===== src/design/imr_defs.svh =====
`ifndef IMR_DEFS_SVH
`define IMR_DEFS_SVH

// Register indices; byte address is four times the index
`define IMR_IDX_KEY      16'hffe4
`define IMR_IDX_CTIMER   16'hffe5
`define IMR_IDX_SW       16'hffe6
`define IMR_IDX_RF       16'hffe7
`define IMR_IDX_STATUS   16'hffd0
`define IMR_IDX_SMASK    16'hffd1

// Source positions in the request and status vectors
`define IMR_SRC_KEY1     0
`define IMR_SRC_CT32     1
`define IMR_SRC_CT3RD    2
`define IMR_SRC_CT2      3
`define IMR_SRC_CT1      4
`define IMR_SRC_SW10     5
`define IMR_SRC_SW1      6
`define IMR_SRC_LAP      7
`define IMR_SRC_RUN      8
`define IMR_SRC_RFM      9
`define IMR_SRC_RFB      10
`define IMR_NSRC         11

// Reset values
`define IMR_RST_MASK4    4'h0
`define IMR_RST_VEC      11'h000

`endif


===== src/design/imr_pkg.sv =====
package imr_pkg;

  // Bus handshake states, one-hot
  typedef enum logic [2:0] {
    IMR_IDLE = 3'b001,
    IMR_WAIT = 3'b010,
    IMR_RESP = 3'b100
  } imr_state_t;

endpackage


===== src/design/imr_top.sv =====
// Chosen here: the APB register port.
`include "imr_defs.svh"

module imr_top #(
  parameter int ADDR_W = 18
) (
  input  wire logic                pclk,
  input  wire logic                presetn,
  input  wire logic                psel,
  input  wire logic                penable,
  input  wire logic                pwrite,
  input  wire logic [ADDR_W-1:0]   paddr,
  input  wire logic [31:0]         pwdata,
  output logic      [31:0]         prdata,
  output logic                     pready,
  output logic                     pslverr,
  input  wire logic [`IMR_NSRC-1:0] factor_flag,
  output logic      [`IMR_NSRC-1:0] irq_req,
  output logic                     irq
);

  // Register index match on the word address
  function automatic logic idx_hit(input logic [ADDR_W-1:0] a, input logic [15:0] idx);
    idx_hit = (a[ADDR_W-1:2] == idx[ADDR_W-3:0]);
  endfunction

  // Four-bit nibble into the low bits of a bus word
  function automatic logic [31:0] nib(input logic [3:0] v);
    nib = {28'h0000000, v};
  endfunction

  imr_pkg::imr_state_t st_q;
  imr_pkg::imr_state_t st_d;

  logic                 key1_q;
  logic [3:0]           ctimer_q;
  logic [3:0]           sw_q;
  logic [1:0]           rf_q;
  logic [`IMR_NSRC-1:0] stat_q;
  logic [`IMR_NSRC-1:0] smask_q;
  logic [`IMR_NSRC-1:0] req_q;
  logic [31:0]          prdata_q;
  logic                 pready_q;
  logic                 pslverr_q;
  logic                 irq_q;

  // Address decode
  wire hit_key    = idx_hit(paddr, `IMR_IDX_KEY);
  wire hit_ct     = idx_hit(paddr, `IMR_IDX_CTIMER);
  wire hit_sw     = idx_hit(paddr, `IMR_IDX_SW);
  wire hit_rf     = idx_hit(paddr, `IMR_IDX_RF);
  wire hit_stat   = idx_hit(paddr, `IMR_IDX_STATUS);
  wire hit_smask  = idx_hit(paddr, `IMR_IDX_SMASK);
  wire mapped     = hit_key | hit_ct | hit_sw | hit_rf | hit_stat | hit_smask;

  // Transfer completes on the access edge with pready high
  wire xfer_done  = psel & penable & pready_q;
  wire wr_en      = xfer_done & pwrite & mapped;
  wire start_acc  = (st_q == imr_pkg::IMR_WAIT);

  // Named enable bits, one per source
  wire key_group1_enable_bit        = key1_q;
  wire ctimer_1hz_enable_bit        = ctimer_q[3];
  wire ctimer_2hz_enable_bit        = ctimer_q[2];
  wire ctimer_third_enable_bit      = ctimer_q[1];
  wire ctimer_32hz_enable_bit       = ctimer_q[0];
  wire sw_run_key_enable_bit        = sw_q[3];
  wire sw_lap_key_enable_bit        = sw_q[2];
  wire sw_1hz_enable_bit            = sw_q[1];
  wire sw_10hz_enable_bit           = sw_q[0];
  wire rf_reference_done_enable_bit = rf_q[1];
  wire rf_sensor_done_enable_bit    = rf_q[0];

  // Mask vector in source order
  wire [`IMR_NSRC-1:0] mask_vec = {rf_reference_done_enable_bit, rf_sensor_done_enable_bit,
                                   sw_run_key_enable_bit, sw_lap_key_enable_bit,
                                   sw_1hz_enable_bit, sw_10hz_enable_bit,
                                   ctimer_1hz_enable_bit, ctimer_2hz_enable_bit,
                                   ctimer_third_enable_bit, ctimer_32hz_enable_bit,
                                   key_group1_enable_bit};

  // Gated request per source
  wire [`IMR_NSRC-1:0] req_d = factor_flag & mask_vec;

  // Rising request sets a sticky status bit
  wire [`IMR_NSRC-1:0] rise     = req_d & ~req_q;
  wire [`IMR_NSRC-1:0] w1c      = (wr_en & hit_stat) ? pwdata[`IMR_NSRC-1:0] : `IMR_RST_VEC;
  wire [`IMR_NSRC-1:0] stat_d   = rise | (stat_q & ~w1c);
  wire                 irq_d    = |(stat_d & smask_q);

  // Read mux; unused bits read zero
  wire [31:0] rd_word =
      hit_key   ? nib({3'h0, key1_q}) :
      hit_ct    ? nib(ctimer_q) :
      hit_sw    ? nib(sw_q) :
      hit_rf    ? nib({2'h0, rf_q}) :
      hit_stat  ? {21'h000000, stat_q} :
      hit_smask ? {21'h000000, smask_q} :
                  32'h00000000;

  // Handshake next state
  always_comb begin
    case (st_q)
      imr_pkg::IMR_IDLE: st_d = (psel & ~penable) ? imr_pkg::IMR_WAIT : imr_pkg::IMR_IDLE;
      imr_pkg::IMR_WAIT: st_d = (psel & penable) ? imr_pkg::IMR_RESP : imr_pkg::IMR_WAIT;
      imr_pkg::IMR_RESP: st_d = imr_pkg::IMR_IDLE;
      default:           st_d = imr_pkg::IMR_IDLE;
    endcase
  end

  // Bus response flops
  always_ff @(posedge pclk or negedge presetn) begin
    if (!presetn) begin
      st_q      <= imr_pkg::IMR_IDLE;
      pready_q  <= 1'b0;
      pslverr_q <= 1'b0;
      prdata_q  <= 32'h00000000;
    end else begin
      st_q      <= st_d;
      pready_q  <= start_acc & psel & penable;
      pslverr_q <= start_acc & psel & penable & ~mapped;
      prdata_q  <= (start_acc & psel & penable & ~pwrite) ? rd_word : 32'h00000000;
    end
  end

  // Key group one mask
  always_ff @(posedge pclk or negedge presetn) begin
    if (!presetn) begin
      key1_q <= 1'b0;
    end else if (wr_en & hit_key) begin
      key1_q <= pwdata[0];
    end
  end

  // Clock timer masks
  always_ff @(posedge pclk or negedge presetn) begin
    if (!presetn) begin
      ctimer_q <= `IMR_RST_MASK4;
    end else if (wr_en & hit_ct) begin
      ctimer_q <= pwdata[3:0];
    end
  end

  // Stopwatch masks
  always_ff @(posedge pclk or negedge presetn) begin
    if (!presetn) begin
      sw_q <= `IMR_RST_MASK4;
    end else if (wr_en & hit_sw) begin
      sw_q <= pwdata[3:0];
    end
  end

  // Converter masks; upper bits not stored
  always_ff @(posedge pclk or negedge presetn) begin
    if (!presetn) begin
      rf_q <= 2'h0;
    end else if (wr_en & hit_rf) begin
      rf_q <= pwdata[1:0];
    end
  end

  // Status mask register
  always_ff @(posedge pclk or negedge presetn) begin
    if (!presetn) begin
      smask_q <= `IMR_RST_VEC;
    end else if (wr_en & hit_smask) begin
      smask_q <= pwdata[`IMR_NSRC-1:0];
    end
  end

  // Requests, sticky status and interrupt line
  always_ff @(posedge pclk or negedge presetn) begin
    if (!presetn) begin
      req_q  <= `IMR_RST_VEC;
      stat_q <= `IMR_RST_VEC;
      irq_q  <= 1'b0;
    end else begin
      req_q  <= req_d;
      stat_q <= stat_d;
      irq_q  <= irq_d;
    end
  end

  assign prdata  = prdata_q;
  assign pready  = pready_q;
  assign pslverr = pslverr_q;
  assign irq_req = req_q;
  assign irq     = irq_q;
endmodule


===== config.mk =====
export PLATFORM = sky130hd
export DESIGN_NAME = imr_top
export DESIGN_NICKNAME = d
export VERILOG_FILES = /design/src/design/imr_pkg.sv /design/src/design/imr_top.sv
export VERILOG_INCLUDE_DIRS = /design/src /design/src/design
export SDC_FILE = /design/constraint.sdc
export NUM_CORES = 1
export LEC_CHECK = 0
export BUFFER_PORTS_ARGS = -buffer_cell sky130_fd_sc_hd__buf_2
export CAP_MARGIN = 5
export CORE_MARGIN = 2
export CORE_UTILIZATION = 35
export CTS_CLUSTER_SIZE = 30
export DETAILED_ROUTE_END_ITERATION = 6
export PLACE_DENSITY = 0.58
export RECOVER_POWER = 50
export SETUP_SLACK_MARGIN = 0.05
export SLEW_MARGIN = 20
export SYNTH_ARGS = -nofsm -noshare
export SYNTH_HDL_FRONTEND = slang
export SYNTH_SLANG_ARGS = --single-unit

===== constraint.sdc =====
create_clock -name pclk -period 2.56 [get_ports pclk]
set_input_delay 0.256 -clock pclk [delete_from_list [all_inputs] [get_ports pclk]]
set_output_delay 0.256 -clock pclk [all_outputs]
set_load 0.05 [all_outputs]

Word-level counts from Yosys, hierarchy flattened
Index checks and enable logic that the tools add are counted.

word-level totals
  register bits after elaboration = 61
  input port bits = 66
  output and inout bits = 46
  logic and storage cells = 62

cells by class
  equal/unequal tests = 8
  multiplexer cells = 11
  bitwise logic cells = 30
  reduce and logical (&&, ||, !) cells = 1

operator list
  cell                    number
  $eq A16 B16 Y1 const B  6
  $mux W11                8
  $and A11 B11 Y11        4
  $not A11 Y11            2
  $and A1 B1 Y1           15
  $or A11 B11 Y11         1
  $reduce_or A11 Y1       1
  $pmux W3 S2             1
  $or A1 B1 Y1            5
  $eq A3 B1 Y1 const B    1
  $eq A3 B2 Y1 const B    1
  $mux W3                 1
  $not A1 Y1              3
  $mux W2                 1

Longest topological paths before layout
  depth after elaboration = 14
  depth in mapped cells = 7

Worst setup path before layout
No wires, ideal clock.

  path kind = input to register
  start = input paddr[3]
  end = register irq_q (netlist: irq)
  arrival = 1760 ps
  required time = 2415 ps
  path slack = 655 ps
  stages on the path = 6
  cell sequence = buf_2 or4b_4 nor4_4 nand2_1 a2111oi_2 o2111ai_1

on the way
  word-level cells in the longest chain between the ends = 14

RTL lines
  what                       line            text
  from (decl)                imr_top.sv:12   input wire logic [ADDR_W-1:0] paddr,
  $eq A16 B16 Y1             imr_top.sv:24   idx_hit = (a[ADDR_W-1:2] == idx[ADDR_W-3:0]);
  $or A1 B1 Y1 (5 in a row)  imr_top.sv:54   wire mapped = hit_key | hit_ct | hit_sw | hit_rf | hit_stat | hit_smask;
  $and A1 B1 Y1              imr_top.sv:58   wire wr_en = xfer_done & pwrite & mapped;
  $and A1 B1 Y1 (*)          imr_top.sv:87   wire [`IMR_NSRC-1:0] w1c = (wr_en & hit_stat) ? pwdata[`IMR_NSRC-1:0] : `IMR_RST_VEC;
  $mux W11 (no line) (*)     --
  $not A11 Y11 (*)           imr_top.sv:88   wire [`IMR_NSRC-1:0] stat_d = rise | (stat_q & ~w1c);
  $and A11 B11 Y11 (*)       imr_top.sv:88
  $or A11 B11 Y11 (*)        imr_top.sv:88
  $and A11 B11 Y11 (*)       imr_top.sv:89   wire irq_d = |(stat_d & smask_q);
  $reduce_or A11 Y1 (*)      imr_top.sv:89
  via irq_d                  imr_top.sv:89
  to (signal assigned)       imr_top.sv:180  irq_q <= irq_d;
  to (decl)                  imr_top.sv:45   logic irq_q;

Mark *: on every way through the listed nets, which the timed path passes. The rest lies on a longest branch.
A chain may end at the register's enable or synchronous reset.

Worst setup path after layout
  start = input paddr[2]
  end = register irq_q (netlist: irq)

Same word-level chain as after synthesis.

==> flow_summary_export.csv <==
group,metric,value,unit
global_routing,grt-ovfl-total,0,
detailed_routing,firstDrtPassIters,4,
cts,cts.htree.levels,3,
global_routing,grt_pass1_vias,2194,
power_and_ir_drop,seq_power_share,0.462,
timing,rsz0062_at_grt,"no",
global_routing,grt_usage,0.166,
timing,tightestPinTransition,0.966,ns
synth,yosysSeqAreaShare,0.510,
detailed_routing,routed_via_density,4.93,
floorplanning,rows,33,
detailed_routing,drt_iter0_drc,125,
cts,ctsRootBufferMaster,"clkbuf_8",
floorplanning,core-area,8260,µm²
final_layout,syn2layout_area_growth,19.4,%
timing,slew_violations,0,
detailed_routing,postRouteAntennaNets,0,
power_and_ir_drop,p_leak,0.00179,µW
global_routing,grt_pass1_wl,11200,µm
synth,ys_types,45,
detailed_routing,vias,2239,
critical_path,crit_type,"in -> reg",
cts,clock_path_buffers,2,
cts,post_cts_buffers,0,
global_routing,grt_max_degree,25,
power_and_ir_drop,p_switching,497,µW
final_layout,nNetsFinal,410,
power_and_ir_drop,intPower,1600,µW
timing,finalSetupTns,0,ns
flow_run,cap_violations,0,
timing,period_share,0.723,
power_and_ir_drop,power,2100,µW
critical_path,startpoint_type,"input port",
cts,clock-sinks,61,
synth,netlist_area,2990,µm²
cts,insertion_delay,0.34,ns
critical_path,worstPathRequired,2.76,ns
final_layout,seq_area,1530,µm²
timing,max_slew_margin,0.356,
synth,synth_edf_count,0,
synth,synthFlopType,"dfrtp_1",
power_and_ir_drop,swShare,0.236,
floorplanning,io_pins,112,
global_routing,antenna_found_initial,0,
status,status,"finished clean",
floorplanning,dieArea,9310,µm²
synth,synth_top_area_cell,"dfrtp_1",
critical_path,crit_fanout,12,
detailed_routing,drc_errors,0,
power_and_ir_drop,power_frac_comb,0.077,
timing,setup_viol,0,
power_and_ir_drop,p_clk_frac,0.461,
placement,dp_slack,0.334,ns
timing,finClkSkew,0.00813,ns
floorplanning,die_w,96.5,µm
synth,synthTopCellsByArea,"dfrtp_1, buf_4, mux2_4, mux2_2, nand2_1",
floorplanning,initial_core_util,0.362,
synth,synthCells,269,
timing,layout_min_cycle_time,1.85,ns
detailed_routing,wl_per_cell,15.5,µm
floorplanning,die_h,96.5,µm
synth,yosysTopAreaCellShare,0.502,
final_layout,drive_gt1_frac,0.304,
placement,place.gp.congestion,0.836,
final_layout,nFillCells,819,
placement,hpwl,5370,µm
cts,tritoncts,"done",
timing,fin_ws,0.709,ns
final_layout,multiInputGateArea,1270,µm²
critical_path,worst_ep_arrival_time,2.05,ns
timing,clock.fmax,540,MHz
synth,ys_warn_count,0,
power_and_ir_drop,vdd_drop_max,0.206,mV
synth,syn_area_per_cell,11.1,µm²
power_and_ir_drop,power_density,588,nW/µm²
worst_hold_path,min_path_type,"in -> reg",
placement,io_buffers,67,
detailed_routing,drt-total-wl,7040,µm
synth,ys_ff_latch,61,
cts,numCtsBuffers,9,
final_layout,antennaDiodeCount,0,
timing,final_hold_viol_count,0,
critical_path,setup.worst_path.end_class,"register",
synth,async_reset_ff_frac,1.00,
cts,clk_pin_slew,0.07,ns
[path summary, 6_finish.rpt]
| path | to | startpoint | depth (start not counted) | slack [ns] |
|---|---|---|---|---|
| setup / recovery | irq | paddr[2] | 7 | 0.71 |
| hold / removal | irq_req[2] | factor_flag[2] | 3 | 0.14 |
| setup reg to reg | irq | sw_q[2] | 5 | 0.78 |
| hold reg to reg | stat_q[4] | irq_req[4] | 1 | 0.47 |
| max in group asynchronous | irq_req[0] | presetn | 3 | 0.82 |
| min in group asynchronous | prdata[5] | presetn | 2 | 0.59 |
[critical path, stage by stage]
cell and delay, ns:
buf_2 0.15, or4b_4 0.55, nor4_4 0.33, buf_4 0.27
nand3_1 0.10, a21oi_1 0.24, o2111ai_1 0.14
[cell usage after synthesis, drive strengths merged (5+ instances only)]
library cell,instances
nor2,19
inv,15
and2,9
o21ai,5
nand3b,8
nand3,10
a22oi,9
nand2,27
dfrtp,60
a22o,7
buf,27
mux2,22
a222oi,5
[metal layers]
layer,track usage,up-vias,wire [µm]
met5,0,-,0
met4,0.0728,0,133
met3,0.0411,10,407
met2,0.252,73,3330
met1,0.226,1094,3170
li1,-,1062,-
[power by group through the flow]
stage	clock [µW]	sequential (µW)	combinational, µW
floorplan	0	990	120
global placement	0	989	164
detailed placement	0	989	165
CTS	992	971	166
global route	1020	971	178
finish	968	971	163
[layout make-up]
type                    instances  share of cell area
flip-flops and latches         61               0.428
multi-input cells             184               0.355
repair buffers                 73               0.102
clock buffers                  12              0.0434
well taps                     105              0.0368
clock inverters                 4              0.0196
inverters                      15              0.0158
[cells by family after synthesis]
family,share of synthesized area
AO/OA/AOI/OAI,0.114
buffers and inverters,0.0907
flip-flops,0.510
multiplexers,0.0987
other,0.00125
AND/OR/NAND/NOR,0.185
[cells in the final DEF (no fill, tap or decap), types with 2 or more instances in the layout]
master     instances
a22oi_1            9
and2_1             3
nand3_1           10
o2111ai_1          4
clkbuf_8          11
bufinv_16          2
a22o_1             7
clkbuf_2           2
dfrtp_1           60
mux2_2            12
nor2b_1            2
or4b_4             2
nand2b_1           4
clkbuf_1          12
nand4_1            3
nor2_1            19
inv_1             15
a21oi_1            3
buf_4              3
nor3_1             3
and2_0             6
o2bb2ai_1          2
clkinv_2           2
nand2_1           26
buf_2             56
o21ai_0            5
nor3b_1            2
mux2_4            10
nand3b_1           8
a222oi_1           5
conb_1            21
nor4_4             2
[registers in the layout, summed over array words and instances (netlist names)]
register  flops
smask_q      11
key1_q        1
sw_q          4
prdata       11
rf_q          2
pslverr       1
pready        1
st_q          3
irq_req      11
ctimer_q      4
irq           1
stat_q       11
[through the flow]
step	cell area (µm²)	cells	hold slack, ns	util
after CTS	3590	454	0.132	0.435
after global routing	3570	454	0.148	0.433
final	3570	454	0.142	0.433
after detailed placement	3360	437	0.214	0.407
after global placement	3360	437	0.221	0.407
after floorplan	3070	289	-0.0396	-
[what timing repair did]
item,in CTS,in global routing
hold buffers,1,0
endpoints found under the setup margin,0,0
resized for setup,0,0
endpoints found under the hold margin,16,0
Power figures use the tool's default switching activity.
